### src/mtcs_defs.vh
// Register indices, field positions and reset values of the main timer.
// Assumes a word-addressed bus: byte address equals index times four.
`ifndef MTCS_DEFS_VH
`define MTCS_DEFS_VH

// ----------------------------------------------------------------------
// Register indices
// ----------------------------------------------------------------------
`define MTCS_DATA_REG_A      8'h00
`define MTCS_DATA_REG_A_DIR_REG   8'h01
`define MTCS_OC1_MASK        8'h0C
`define MTCS_OC1_DATA        8'h0D
`define MTCS_FREE_COUNT      8'h0E
`define MTCS_CAPTURE_CH1     8'h10
`define MTCS_CAPTURE_CH2     8'h12
`define MTCS_CAPTURE_CH3     8'h14
`define MTCS_COMPARE_CH1     8'h16
`define MTCS_SHARED_CC_REG   8'h1E
`define MTCS_COMPARE_ACTION  8'h20
`define MTCS_CAPTURE_EDGE    8'h21
`define MTCS_TIMER_MASK1     8'h22
`define MTCS_TIMER_FLAG1     8'h23
`define MTCS_TIMER_MASK2     8'h24
`define MTCS_TIMER_FLAG2     8'h25
`define MTCS_ACCUM_CTRL      8'h26
`define MTCS_ACCUM_COUNT     8'h27
`define MTCS_WATCHDOG        8'h3A
`define MTCS_TIMER_CTRL      8'h3C

// ----------------------------------------------------------------------
// Field positions
// ----------------------------------------------------------------------
`define MTCS_CTRL_PRESCALE   1:0
`define MTCS_CTRL_RTI_RATE   3:2
`define MTCS_CTRL_WD_EN      4
`define MTCS_ACC_ENABLE      6
`define MTCS_ACC_GATED       5
`define MTCS_ACC_EDGE        4
`define MTCS_ACC_CAP4_SEL    2
`define MTCS_F2_OVERFLOW     7
`define MTCS_F2_RTI          6
`define MTCS_F2_ACC_OVF      5
`define MTCS_F2_ACC_EDGE     4

// ----------------------------------------------------------------------
// Encodings and reset values
// ----------------------------------------------------------------------
`define MTCS_EDGE_OFF        2'b00
`define MTCS_EDGE_RISE       2'b01
`define MTCS_EDGE_FALL       2'b10
`define MTCS_EDGE_ANY        2'b11
`define MTCS_ACT_NONE        2'b00
`define MTCS_ACT_TOGGLE      2'b01
`define MTCS_ACT_CLEAR       2'b10
`define MTCS_ACT_SET         2'b11
`define MTCS_RST_BYTE        8'h00
`define MTCS_RST_COMPARE     16'hFFFF
`define MTCS_RST_COUNT       16'h0000
`define MTCS_WD_KEY_ARM      8'h55
`define MTCS_WD_KEY_FIRE     8'hAA

`endif

### src/mtcs_timer.v
// Main 16-bit timer: prescaler, free-running counter, captures, compares,
// pulse accumulator, periodic tick and watchdog behind an Avalon-MM slave.
// Assumes port A inputs are synchronous to clk; reset pin is open drain.
//
// Behaviour
// - Prescaler divides bus clock by 1,4,8,16
// - Counter starts at zero after reset
// - Wrap at all ones sets overflow flag
// - Software cannot load, reset or halt counter
// - Three captures, four compares, one shared channel
// - Each timer function has own interrupt request
// - Event mode counts selected accumulator input edges
// - Gated mode counts internal clock while level holds
// - Periodic interrupt at four selectable rates
// - Unserviced watchdog drives reset pin low
// - Port A bits map to channels as defined
// - Bits 3 to 0 always readable as levels
// - Compare-owned pins ignore general-purpose writes
// - Compare 1 may drive any of bits 7-3
// - Capture latches counter on configured edge
// - Edges synchronised; latch uses stable count
// - Bit 3 is compare 5 after reset
// - Bit 3 output writes trigger capture 4
// - Shared register ignores writes in capture mode
// - Edge control fields per channel, reset zero
// - Each channel independently rising, falling, any, off
// - Edge codes 00 off,01 rise,10 fall,11 any
// - Simultaneous edges capture the same count
`timescale 1ns/1ns
`include "mtcs_defs.vh"

module mtcs_timer #(
  parameter RTI_SHIFT  = 13,
  parameter WD_SHIFT   = 15,
  parameter GATE_SHIFT = 6,
  parameter WD_TICKS   = 8,
  parameter RST_HOLD   = 16
) (
  // Clock and reset
  input  wire        clk,
  input  wire        sys_rst,
  // Avalon-MM slave
  input  wire [7:0]  avs_address,
  input  wire        avs_read,
  input  wire        avs_write,
  input  wire [31:0] avs_writedata,
  output reg  [31:0] avs_readdata,
  output reg         avs_waitrequest,
  // Port A pins
  input  wire [7:0]  data_reg_a_in,
  output reg  [7:0]  data_reg_a_out_q,
  output reg  [7:0]  data_reg_a_oe_q,
  // Reset pin, open drain
  output reg         reset_pin_out_q,
  output reg         reset_pin_oe_q,
  // Interrupt requests, one per function
  output reg  [11:0] irq_req_q
);

  // --------------------------------------------------------------------
  // State
  // --------------------------------------------------------------------
  reg  [15:0] count_q;
  reg  [3:0]  pre_cnt_q;
  reg         tick_d1_q;
  reg  [15:0] chain_q;
  reg  [7:0]  ctrl_q;
  reg  [7:0]  edge_ctl_q;
  reg  [7:0]  mask1_q;
  reg  [7:0]  flag1_q;
  reg  [7:0]  mask2_q;
  reg  [7:0]  flag2_q;
  reg  [7:0]  acc_ctl_q;
  reg  [7:0]  acc_cnt_q;
  reg  [7:0]  act_q;
  reg  [7:0]  oc1_mask_q;
  reg  [7:0]  oc1_data_q;
  reg  [7:0]  dir_q;
  reg  [15:0] cmp_q [0:3];
  reg  [15:0] shared_q;
  reg  [15:0] cap_q [0:2];
  reg  [7:0]  sync1_q;
  reg  [7:0]  sync2_q;
  reg  [7:0]  prev_q;
  reg         wd_arm_q;
  reg  [7:0]  wd_cnt_q;
  reg  [7:0]  rst_cnt_q;

  wire        cap4_sel = acc_ctl_q[`MTCS_ACC_CAP4_SEL];
  wire        wr_en    = avs_write & ~avs_waitrequest;
  wire [7:0]  wb       = avs_writedata[7:0];
  integer     i, j;

  // --------------------------------------------------------------------
  // Prescaler, counter and clock chain taps
  // --------------------------------------------------------------------
  reg  [3:0]  pre_term;
  always @* begin
    case (ctrl_q[`MTCS_CTRL_PRESCALE])
      2'b00:   pre_term = 4'h0;
      2'b01:   pre_term = 4'h3;
      2'b10:   pre_term = 4'h7;
      default: pre_term = 4'hF;
    endcase
  end
  wire        pre_tick = (pre_cnt_q >= pre_term);

  wire [4:0]  rti_span = RTI_SHIFT[4:0] + {3'b000, ctrl_q[`MTCS_CTRL_RTI_RATE]};
  wire [15:0] rti_mask = ~(16'hFFFF << rti_span);
  wire [15:0] wd_mask  = ~(16'hFFFF << WD_SHIFT);
  wire [15:0] gt_mask  = ~(16'hFFFF << GATE_SHIFT);
  wire        rti_tick = ((chain_q & rti_mask) == rti_mask);
  wire        wd_tick  = ((chain_q & wd_mask) == wd_mask);
  wire        gt_tick  = ((chain_q & gt_mask) == gt_mask);

  always @(posedge clk or posedge sys_rst) begin
    if (sys_rst) begin
      count_q   <= `MTCS_RST_COUNT;
      pre_cnt_q <= 4'h0;
      tick_d1_q <= 1'b0;
      chain_q   <= 16'h0000;
    end else begin
      chain_q   <= chain_q + 16'h0001;
      tick_d1_q <= pre_tick;
      pre_cnt_q <= pre_tick ? 4'h0 : pre_cnt_q + 4'h1;
      if (pre_tick) begin
        count_q <= count_q + 16'h0001;
      end
    end
  end

  // --------------------------------------------------------------------
  // Synchroniser and edge sources
  // --------------------------------------------------------------------
  // Driven bit 3 feeds capture 4 from its own latch
  wire [7:0]  src = {sync2_q[7:4], dir_q[3] ? data_reg_a_out_q[3] : sync2_q[3], sync2_q[2:0]};
  wire [7:0]  rise = src & ~prev_q;
  wire [7:0]  fall = ~src & prev_q;

  always @(posedge clk or posedge sys_rst) begin
    if (sys_rst) begin
      sync1_q <= 8'h00;
      sync2_q <= 8'h00;
      prev_q  <= 8'h00;
    end else begin
      sync1_q <= data_reg_a_in;
      sync2_q <= sync1_q;
      prev_q  <= src;
    end
  end

  // --------------------------------------------------------------------
  // Capture and compare channels
  // --------------------------------------------------------------------
  wire [3:0]  hit;
  wire [4:0]  match;
  genvar k;
  generate
    for (k = 0; k < 4; k = k + 1) begin : g_cap
      wire [1:0] ef = edge_ctl_q[2*k+1:2*k];
      assign hit[k] = ((ef == `MTCS_EDGE_RISE) & rise[k]) |
                      ((ef == `MTCS_EDGE_FALL) & fall[k]) |
                      ((ef == `MTCS_EDGE_ANY) & (rise[k] | fall[k]));
      if (k < 3) begin : g_reg
        always @(posedge clk or posedge sys_rst) begin
          if (sys_rst) begin
            cap_q[k] <= `MTCS_RST_COUNT;
          end else if (hit[k]) begin
            cap_q[k] <= count_q;
          end
        end
      end
    end
    for (k = 0; k < 5; k = k + 1) begin : g_cmp
      if (k < 4) begin : g_oc
        assign match[k] = tick_d1_q & (count_q == cmp_q[k]);
      end else begin : g_oc5
        assign match[k] = tick_d1_q & ~cap4_sel & (count_q == shared_q);
      end
    end
  endgenerate

  always @(posedge clk or posedge sys_rst) begin
    if (sys_rst) begin
      shared_q <= `MTCS_RST_COMPARE;
      for (j = 0; j < 4; j = j + 1) begin
        cmp_q[j] <= `MTCS_RST_COMPARE;
      end
    end else begin
      for (j = 0; j < 4; j = j + 1) begin
        if (wr_en && avs_address == `MTCS_COMPARE_CH1 + 2 * j) begin
          cmp_q[j] <= avs_writedata[15:0];
        end
      end
      if (cap4_sel) begin
        if (hit[3]) begin
          shared_q <= count_q;
        end
      end else if (wr_en && avs_address == `MTCS_SHARED_CC_REG) begin
        shared_q <= avs_writedata[15:0];
      end
    end
  end

  // --------------------------------------------------------------------
  // Port A pin ownership and output latch
  // --------------------------------------------------------------------
  reg  [7:0]  own;
  reg  [7:0]  pin_d;
  reg  [1:0]  act;
  always @* begin
    own   = oc1_mask_q & 8'hF8;
    pin_d = data_reg_a_out_q;
    act   = `MTCS_ACT_NONE;
    for (i = 3; i < 7; i = i + 1) begin
      act = act_q[2*(i-3)+1 -: 2];
      if (act != `MTCS_ACT_NONE && !(i == 3 && cap4_sel)) begin
        own[i] = 1'b1;
      end
    end
    if (wr_en && avs_address == `MTCS_DATA_REG_A) begin
      pin_d = (wb & ~own) | (data_reg_a_out_q & own);
    end
    for (i = 3; i < 7; i = i + 1) begin
      act = act_q[2*(i-3)+1 -: 2];
      if (match[7-i]) begin
        case (act)
          `MTCS_ACT_TOGGLE: pin_d[i] = ~data_reg_a_out_q[i];
          `MTCS_ACT_CLEAR:  pin_d[i] = 1'b0;
          `MTCS_ACT_SET:    pin_d[i] = 1'b1;
          default:          pin_d[i] = pin_d[i];
        endcase
      end
    end
    if (match[0]) begin
      pin_d = (pin_d & ~own[7:0]) | (oc1_data_q & oc1_mask_q & 8'hF8) |
              (pin_d & own & ~oc1_mask_q);
    end
  end

  always @(posedge clk or posedge sys_rst) begin
    if (sys_rst) begin
      data_reg_a_out_q <= `MTCS_RST_BYTE;
      data_reg_a_oe_q  <= `MTCS_RST_BYTE;
    end else begin
      data_reg_a_out_q <= pin_d;
      data_reg_a_oe_q  <= (dir_q & 8'h88) | own | 8'h00;
    end
  end

  // --------------------------------------------------------------------
  // Pulse accumulator
  // --------------------------------------------------------------------
  wire        acc_en    = acc_ctl_q[`MTCS_ACC_ENABLE];
  wire        acc_gated = acc_ctl_q[`MTCS_ACC_GATED];
  wire        acc_pol   = acc_ctl_q[`MTCS_ACC_EDGE];
  wire        acc_evt   = acc_pol ? rise[7] : fall[7];
  wire        gate_on   = (src[7] != acc_pol);
  wire        gate_end  = gate_on == 1'b0 && (prev_q[7] != acc_pol);
  wire        acc_inc   = acc_en & (acc_gated ? (gate_on & gt_tick) : acc_evt);
  wire        acc_ovf   = acc_inc & (acc_cnt_q == 8'hFF);

  // --------------------------------------------------------------------
  // Flags, masks, control and watchdog
  // --------------------------------------------------------------------
  wire [7:0]  set1 = {match[0], match[1], match[2], match[3],
                      cap4_sel ? hit[3] : match[4], hit[2:0]};
  wire [7:0]  set2 = {pre_tick & (count_q == 16'hFFFF), rti_tick, acc_ovf,
                      acc_en & (acc_gated ? gate_end : acc_evt), 4'h0};
  wire        wd_fire = ctrl_q[`MTCS_CTRL_WD_EN] & wd_tick &
                        (wd_cnt_q == WD_TICKS[7:0] - 8'h01);

  always @(posedge clk or posedge sys_rst) begin
    if (sys_rst) begin
      ctrl_q     <= `MTCS_RST_BYTE;
      edge_ctl_q <= `MTCS_RST_BYTE;
      mask1_q    <= `MTCS_RST_BYTE;
      flag1_q    <= `MTCS_RST_BYTE;
      mask2_q    <= `MTCS_RST_BYTE;
      flag2_q    <= `MTCS_RST_BYTE;
      acc_ctl_q  <= `MTCS_RST_BYTE;
      acc_cnt_q  <= `MTCS_RST_BYTE;
      act_q      <= `MTCS_RST_BYTE;
      oc1_mask_q <= `MTCS_RST_BYTE;
      oc1_data_q <= `MTCS_RST_BYTE;
      dir_q      <= `MTCS_RST_BYTE;
      wd_arm_q   <= 1'b0;
      wd_cnt_q   <= 8'h00;
      rst_cnt_q  <= 8'h00;
      irq_req_q  <= 12'h000;
    end else begin
      if (wr_en) begin
        case (avs_address)
          `MTCS_TIMER_CTRL:     ctrl_q     <= wb;
          `MTCS_CAPTURE_EDGE:   edge_ctl_q <= wb;
          `MTCS_TIMER_MASK1:    mask1_q    <= wb;
          `MTCS_TIMER_MASK2:    mask2_q    <= wb & 8'hF0;
          `MTCS_ACCUM_CTRL:     acc_ctl_q  <= wb & 8'h74;
          `MTCS_COMPARE_ACTION: act_q      <= wb;
          `MTCS_OC1_MASK:       oc1_mask_q <= wb & 8'hF8;
          `MTCS_OC1_DATA:       oc1_data_q <= wb & 8'hF8;
          `MTCS_DATA_REG_A_DIR_REG:  dir_q      <= wb & 8'h88;
          default:              ctrl_q     <= ctrl_q;
        endcase
      end
      // Write one to clear; a same-cycle set wins
      flag1_q <= (flag1_q & ~((wr_en && avs_address == `MTCS_TIMER_FLAG1) ? wb : 8'h00))
                 | set1;
      flag2_q <= (flag2_q & ~((wr_en && avs_address == `MTCS_TIMER_FLAG2) ? wb : 8'h00))
                 | set2;
      if (wr_en && avs_address == `MTCS_ACCUM_COUNT) begin
        acc_cnt_q <= wb;
      end else if (acc_inc) begin
        acc_cnt_q <= acc_cnt_q + 8'h01;
      end
      irq_req_q <= {flag2_q[7:4] & mask2_q[7:4], flag1_q & mask1_q};
      // Watchdog service: arm key then fire key
      if (wr_en && avs_address == `MTCS_WATCHDOG) begin
        wd_arm_q <= (wb == `MTCS_WD_KEY_ARM);
      end
      if (wr_en && avs_address == `MTCS_WATCHDOG && wb == `MTCS_WD_KEY_FIRE && wd_arm_q) begin
        wd_cnt_q <= 8'h00;
      end else if (wd_fire) begin
        wd_cnt_q <= 8'h00;
      end else if (ctrl_q[`MTCS_CTRL_WD_EN] && wd_tick) begin
        wd_cnt_q <= wd_cnt_q + 8'h01;
      end
      if (wd_fire) begin
        rst_cnt_q <= RST_HOLD[7:0];
      end else if (rst_cnt_q != 8'h00) begin
        rst_cnt_q <= rst_cnt_q - 8'h01;
      end
    end
  end

  // --------------------------------------------------------------------
  // Reset pin drive
  // --------------------------------------------------------------------
  always @(posedge clk or posedge sys_rst) begin
    if (sys_rst) begin
      reset_pin_out_q <= 1'b0;
      reset_pin_oe_q  <= 1'b0;
    end else begin
      reset_pin_out_q <= 1'b0;
      reset_pin_oe_q  <= wd_fire | (rst_cnt_q > 8'h01);
    end
  end

  // --------------------------------------------------------------------
  // Avalon-MM read mux and wait state
  // --------------------------------------------------------------------
  reg  [31:0] rd_d;
  always @* begin
    rd_d = 32'h0000_0000;
    case (avs_address)
      `MTCS_DATA_REG_A:     rd_d[7:0]  = {(data_reg_a_out_q[7:4] & dir_q[7:4]) |
                                          (sync2_q[7:4] & ~dir_q[7:4]), sync2_q[3:0]};
      `MTCS_DATA_REG_A_DIR_REG:  rd_d[7:0]  = dir_q;
      `MTCS_OC1_MASK:       rd_d[7:0]  = oc1_mask_q;
      `MTCS_OC1_DATA:       rd_d[7:0]  = oc1_data_q;
      `MTCS_FREE_COUNT:     rd_d[15:0] = count_q;
      `MTCS_CAPTURE_CH1:    rd_d[15:0] = cap_q[2];
      `MTCS_CAPTURE_CH2:    rd_d[15:0] = cap_q[1];
      `MTCS_CAPTURE_CH3:    rd_d[15:0] = cap_q[0];
      8'h16:                rd_d[15:0] = cmp_q[0];
      8'h18:                rd_d[15:0] = cmp_q[1];
      8'h1A:                rd_d[15:0] = cmp_q[2];
      8'h1C:                rd_d[15:0] = cmp_q[3];
      `MTCS_SHARED_CC_REG:  rd_d[15:0] = shared_q;
      `MTCS_COMPARE_ACTION: rd_d[7:0]  = act_q;
      `MTCS_CAPTURE_EDGE:   rd_d[7:0]  = edge_ctl_q;
      `MTCS_TIMER_MASK1:    rd_d[7:0]  = mask1_q;
      `MTCS_TIMER_FLAG1:    rd_d[7:0]  = flag1_q;
      `MTCS_TIMER_MASK2:    rd_d[7:0]  = mask2_q;
      `MTCS_TIMER_FLAG2:    rd_d[7:0]  = flag2_q;
      `MTCS_ACCUM_CTRL:     rd_d[7:0]  = acc_ctl_q;
      `MTCS_ACCUM_COUNT:    rd_d[7:0]  = acc_cnt_q;
      `MTCS_WATCHDOG:       rd_d[7:0]  = wd_cnt_q;
      `MTCS_TIMER_CTRL:     rd_d[7:0]  = ctrl_q;
      default:              rd_d       = 32'h0000_0000;
    endcase
  end

  always @(posedge clk or posedge sys_rst) begin
    if (sys_rst) begin
      avs_waitrequest <= 1'b1;
      avs_readdata    <= 32'h0000_0000;
    end else begin
      if ((avs_read | avs_write) & avs_waitrequest) begin
        avs_waitrequest <= 1'b0;
        avs_readdata    <= rd_d;
      end else begin
        avs_waitrequest <= 1'b1;
      end
    end
  end

endmodule

### config.mk
export PLATFORM = sky130hd
export DESIGN_NAME = mtcs_timer
export DESIGN_NICKNAME = d
export VERILOG_FILES = /design/src/mtcs_timer.v
export VERILOG_INCLUDE_DIRS = /design/src
export SDC_FILE = /design/constraint.sdc
export NUM_CORES = 1
export LEC_CHECK = 0
export BUFFER_PORTS_ARGS = -buffer_cell sky130_fd_sc_hd__buf_2
export CORE_MARGIN = 4
export CORE_UTILIZATION = 55
export DETAILED_ROUTE_END_ITERATION = 12
export HOLD_SLACK_MARGIN = 0.1
export PLACE_DENSITY = 0.79
export SLEW_MARGIN = 20
export SYNTH_ARGS = -nofsm -noshare
export SYNTH_HDL_FRONTEND = slang
export SYNTH_SLANG_ARGS = --single-unit
### constraint.sdc
create_clock -name clk -period 8.2 [get_ports clk]
set_input_delay 0 -clock clk [delete_from_list [all_inputs] [get_ports clk]]
set_output_delay 0 -clock clk [all_outputs]
set_load 0.05 [all_outputs]
==> After elaboration in Yosys (flattened, before gate mapping) <==
Index checks and enable logic that the tools add are counted.
{ "classes": {"n_addsub": 7, "n_mul": 0, "n_div": 0, "order_cmp": 2, "n_eq_ne": 64, "shift": 1, "n_mux": 36, "n_bitwise": 78, "reduce_logical": 37} }
{ "op_table": {"columns": ["cell", "count"], "rows": [
  ["case mux 8 bit (23 select lines)", 1],
  ["equality test 16 bit", 6],
  ["bitwise AND 8 bit", 11],
  ["2-to-1 mux 8 bit", 11],
  ["equality test 8 x 6 -> 1 bit, second input constant", 10],
  ["case mux 8 bit (9 select lines)", 1],
  ["equality test 8 x 5 -> 1 bit, second input constant", 8],
  ["2-to-1 mux 16 bit", 3],
  ["inverter 8 bit", 6],
  ["OR 8 bit", 6],
  ["equality test 2 bit, second input constant", 17],
  ["adder 16 x 1 -> 16 bit, second input constant", 2],
  ["bitwise AND 1 bit", 27],
  ["equality test 8 x 4 -> 1 bit, second input constant", 3],
  ["AND reduction 2 bit", 10],
  ["equality test 2 x 1 -> 1 bit, second input constant", 9],
  ["adder 8 x 1 -> 8 bit, second input constant", 2],
  ["bitwise AND 16 bit", 1],
  ["equality test 16 bit, second input constant", 1],
  ["equality test 8 bit, second input constant", 2],
  ["inverter 16 bit", 1],
  ["left shift 16 x 5 -> 16 bit, first input constant", 1],
  ["equality test 15 bit, second input constant", 1],
  ["logical AND 1 bit", 15],
  ["26 further kinds", 70]
]} }
{ "totals": {"reg_bits": 328, "latch_bits": 0, "ramBits": 0, "mem_bits_ro": 0, "n_memories": 0} }

==> Depth between registers and ports, before layout <==
{ "depth": {"depth_word": 13, "depth_mapped": 9} }

==> Worst setup path before layout <==
Ideal clock, no wire load.
{ "synth_path": {"kind": "reg2reg", "startpoint": "reg ctrl_q[0]", "endpoint": "reg count_q[15]", "setup_time_ps": 135, "arrival_ps": 2257, "setup_slack_ps": 5808, "path_stages_with_launch": 10, "path_buffers": 1, "period_less_slack_ps": 2392, "cell_sequence": "dfrtp_1 > or2_2 > ha_1 > nand2b_1 > a2111oi_0 > nor3_1 > buf_2 > nor3b_1 > nand4_1 > xnor2_1"} }
{ "synth_between": {"elab_chain_len": 3, "word_cells_on_any_way": 5, "classes_between": "order compare: 1; eq/ne: 2; mux: 1; reduce/logical: 1"} }
{ "synth_lines": {"columns": ["element", "line_no", "source"], "rows": [
  ["start, declared", "mtcs_timer.v:67", "reg [7:0] ctrl_q;"],
  ["start signal, assigned", "mtcs_timer.v:275", "ctrl_q <= `MTCS_RST_BYTE;"],
  ["start signal, assigned", "mtcs_timer.v:294", "`MTCS_TIMER_CTRL: ctrl_q <= wb;"],
  ["start signal, assigned", "mtcs_timer.v:303", "default: ctrl_q <= ctrl_q;"],
  ["equality test 2 bit (tied with other cells)", "mtcs_timer.v:99", "case (ctrl_q[`MTCS_CTRL_PRESCALE])"],
  ["case mux 4 bit (3 select lines) (*)", "mtcs_timer.v:99", null],
  [">= comparator 4 bit (*)", "mtcs_timer.v:106", "wire pre_tick = (pre_cnt_q >= pre_term);"],
  ["net pre_tick", "mtcs_timer.v:106", null],
  ["end signal, assigned", "mtcs_timer.v:118", "count_q <= `MTCS_RST_COUNT;"],
  ["end signal, assigned", "mtcs_timer.v:127", "count_q <= count_q + 16'h0001;"],
  ["end, declared", "mtcs_timer.v:63", "reg [15:0] count_q;"]
]} }
Mark *: on every way through the listed nets, which the timed path passes. The rest lies on a longest branch.
A chain may end at the register's enable or synchronous reset.

==> Final worst setup path <==
{ "layout_path": {"startpoint": "reg avs_waitrequest", "endpoint": "reg avs_readdata[3]"} }
{ "layout_between": {"elab_chain_len": 1} }
{ "layout_lines": {"columns": ["element", "line_no", "source"], "rows": [
  ["start, declared", "mtcs_timer.v:48", "output reg avs_waitrequest,"],
  ["start signal, assigned", "mtcs_timer.v:386", "avs_waitrequest <= 1'b1;"],
  ["start signal, assigned", "mtcs_timer.v:390", "avs_waitrequest <= 1'b0;"],
  ["start signal, assigned", "mtcs_timer.v:393", "avs_waitrequest <= 1'b1;"],
  ["bitwise AND 1 bit", "mtcs_timer.v:389", "if ((avs_read | avs_write) & avs_waitrequest) begin"],
  ["end signal, assigned", "mtcs_timer.v:391", "avs_readdata <= rd_d;"],
  ["end, declared", "mtcs_timer.v:47", "output reg [31:0] avs_readdata,"]
]} }
No other way between the ends.

==> metrics.md <==
| Metric | Value |
|---|---|
| CTS Root Cell | `clkbuf_16` |
| Post-synth EDFFs | `0` |
| Largest net degree at the start of global routing | `167` |
| Yosys warns | `0` |
| DP HPWL | `34,600 um` |
| Ports | `115` |
| Worst path cell trace | `o21a_1, clkinv_1, a31oi_1, o221ai_1, a211oi_1, nor3_2` |
| Unique masters post-synth | `85` |
| Worst clock skew | `25.2 ps` |
| Met1 Use GR | `39.4%` |
| Slowest CP cell | `clkinv_1` |
| Worst vdd ir | `0.164 mV` |
| Pre-antenna DRT Iters | `6` |
| Worst-Skew Late Latency | `540 ps` |
| GR Util met2 | `46.7%` |
| DRT antenna net count | `0` |
| Worst-path clk slew | `60 ps` |
| Worst path max stage delay | `870 ps` |
| Pwr/cell area | `224 nW/um^2` |
| Crit path time final | `3130 ps` |
| Full die area | `33,300 sq um` |
| Initial DRC Count | `1,703` |
| Die Ht | `182 um` |
| Leading area contributor after synthesis | `dfrtp_1` |
| First-pass GRT wire length | `78,000 um` |
| Share of the synthesized area in the top cell type | `36.0%` |
| Fmax | `0.319 GHz` |
| Sequential area share after synthesis | `48.7%` |
| CP arrival | `3530 ps` |
| Total CTS buffers | `36` |
| Die width | `182 um` |
| Initial Util | `56.2%` |
| Clock H-tree levels | `2` |
| Critical path type | `reg -> reg` |
| Netlist Area Pre-Place | `16,700 sq um` |
| Total gr overflow | `0` |
| Initial antenna violation count | `4` |
| Outcome | `finished clean` |
| FILL cells | `2,309` |
| Synth top cells by count | `dfrtp_1, mux2_2, nand2_1, nor2_1, dfstp_2` |
| Top post-synthesis cells by area | `dfrtp_1, dfstp_2, mux2_2, xnor2_1, mux2i_1` |
| Leakage Power | `8.37 nW` |
| Crit-path max FO | `18` |
| Final net count | `1,645` |
| Via Count | `12,900` |
| Final Power | `0.00423 W` |
| Synth Instances | `1,502` |
| Crit path capture type | `flop` |
| Num rows | `63` |
| Final setup vio count | `0` |
| Max transition margin | `20.1%` |
| Area Overhead vs Synth | `12.5%` |
| Max-cap viol count | `0` |
| CTS resizes | `0` |
| Worst slew pin tran | `1190 ps` |
| CP Launch Type | `flop` |
| FF+latch count, synth | `322` |
| Fin crit share | `38.2%` |
| Worst path top cell family by delay | `compound AO/OA/AOI/OAI gates` |
| Min-delay worst type | `in -> reg` |
| Avg Cell Area, Syn | `11.1 sq um` |
| CP Buf/Inv Count | `1` |
| Placer Congestion | `0.986` |
| Clock buffer depth | `3` |
| Vias per Instance | `6.47` |
| # DRC | `0` |
| Wire per inst | `25.6 um` |
| CTS sink cnt | `322` |
| Drt total wl | `50,900 um` |
| Top FF cell, synth | `dfrtp_1` |
| CTS tree | `done` |
| GRT met3 Usage | `7.87%` |
| Vias in the first global route | `12,900` |
| Total GRT Usage | `30.5%` |
| Layer carrying the most global-route usage | `met2` |
| Setup TNS | `0 ps` |
| RSZ-0062 raised after global routing | `no` |
| Layout cells sized above 1 | `28.5%` |
| Core area | `29,800 sq um` |
| WP data required | `8600 ps` |
| Most common cell in the netlist | `dfrtp_1` |
| Max-slew violation count | `0` |
| Port bufs | `78` |
| Post-CTS Repair Setup Buffers | `0` |
| Fraction of registers with async set/reset | `100%` |
| Fin. Hold Viols | `0` |
| CTS Hold Bufs | `28` |
==> cell families after synthesis <==
kind of cell / count (synthesis) / synth area share (%)
compound gates: 215 / 8.89
simple gates: 433 / 13.9
buf+inv: 138 / 4.10
mux: 244 / 16.1
flops: 322 / 48.7
fa+ha+maj: 20 / 1.49
xor+xnor: 129 / 6.75
other cells: 1 / 0.0224
==> layout by cell type (no fill, tap or decap), types with 9 or more instances in the layout <==
cell type	netlist	final
and3_1	14	14
nor2_1	103	103
clkbuf_16	0	36
clkbuf_8	0	13
buf_4	27	17
o22ai_1	10	10
nor3_2	9	9
dlygate4sd3_1	0	28
xnor2_1	80	80
a31oi_1	9	9
xor2_1	49	49
nand2b_1	9	9
nand4_1	23	23
mux2_2	177	177
nand2_1	128	128
nand3_1	30	30
o21ai_0	23	23
and2_1	19	19
a22oi_1	32	32
mux2i_1	57	57
nor3_1	15	15
a22o_1	13	13
dfrtp_1	241	241
inv_1	26	25
o21ai_1	17	14
conb_1	1	20
ha_1	20	20
dfstp_2	81	81
nor4_1	12	12
nor2b_1	12	12
a21oi_1	43	43
buf_2	29	78
==> area by class of cell <==
class                      instances  area (sq um)  share of cell area, %
tap                              390           488                   2.59
multi-input combinational       1061          7990                   42.4
inverter                          28           109                  0.578
sequential                       322          8160                   43.3
timing repair buffer             124           818                   4.35
clock buffer                      52          1090                   5.79
antenna                            3          7.51                 0.0399
clock inverter                    12           168                  0.890
==> worst paths after layout <==
kind / startpoint / to / slack, ps / cells past startpoint
min reg2reg: sync1_q[1] / sync2_q[1] / 340 / 0
max in group asynchronous: sys_rst / mask1_q[7] / 6040 / 5
max reg2reg: avs_waitrequest / avs_readdata[3] / 5070 / 6
min: data_reg_a_in[4] / sync1_q[4] / 100 / 2
max: avs_waitrequest / avs_readdata[3] / 5070 / 6
min in group asynchronous: sys_rst / wd_arm_q / 170 / 3
==> worst register-to-register path, stage by stage, from the launching register on <==
cell and delay [ps]:
dfstp_2 550, o21a_1 480, clkinv_1 880, a31oi_1 410
o221ai_1 170, a211oi_1 430, nor3_2 80
==> per-stage QoR <==
stage	util, %	hold slack [ps]	setup slack, ps	instance area (sq um)	std cells
final	63.2	102	5070	18800	1992
after floorplan	-	31.4	3970	16800	1521
after CTS	63.1	100	5210	18800	1989
after global routing	63.2	105	4970	18800	1992
after detailed placement	58.0	110	5210	17300	1897
after global placement	58.0	107	5240	17300	1897
==> layer usage <==
metal,share of wire [%],vias up
met5,0.026,-
met3,11,240
met4,6.5,2
li1,-,5467
met1,37,6362
met2,45,823
==> where the power goes <==
group	switching, W	internal (W)
logic	0.000391	0.000235
registers	0.000201	0.00171
clock network	0.000667	0.00103
==> sequential cells by signal (all words and copies together), names as in the netlist, 12 cells and up <==
name / flops
avs_readdata: 16
cap_q: 48
chain_q: 16
cmp_q: 64
count_q: 16
irq_req_q: 12
shared_q: 16
Note: power is estimated with default switching activity, not from simulation.
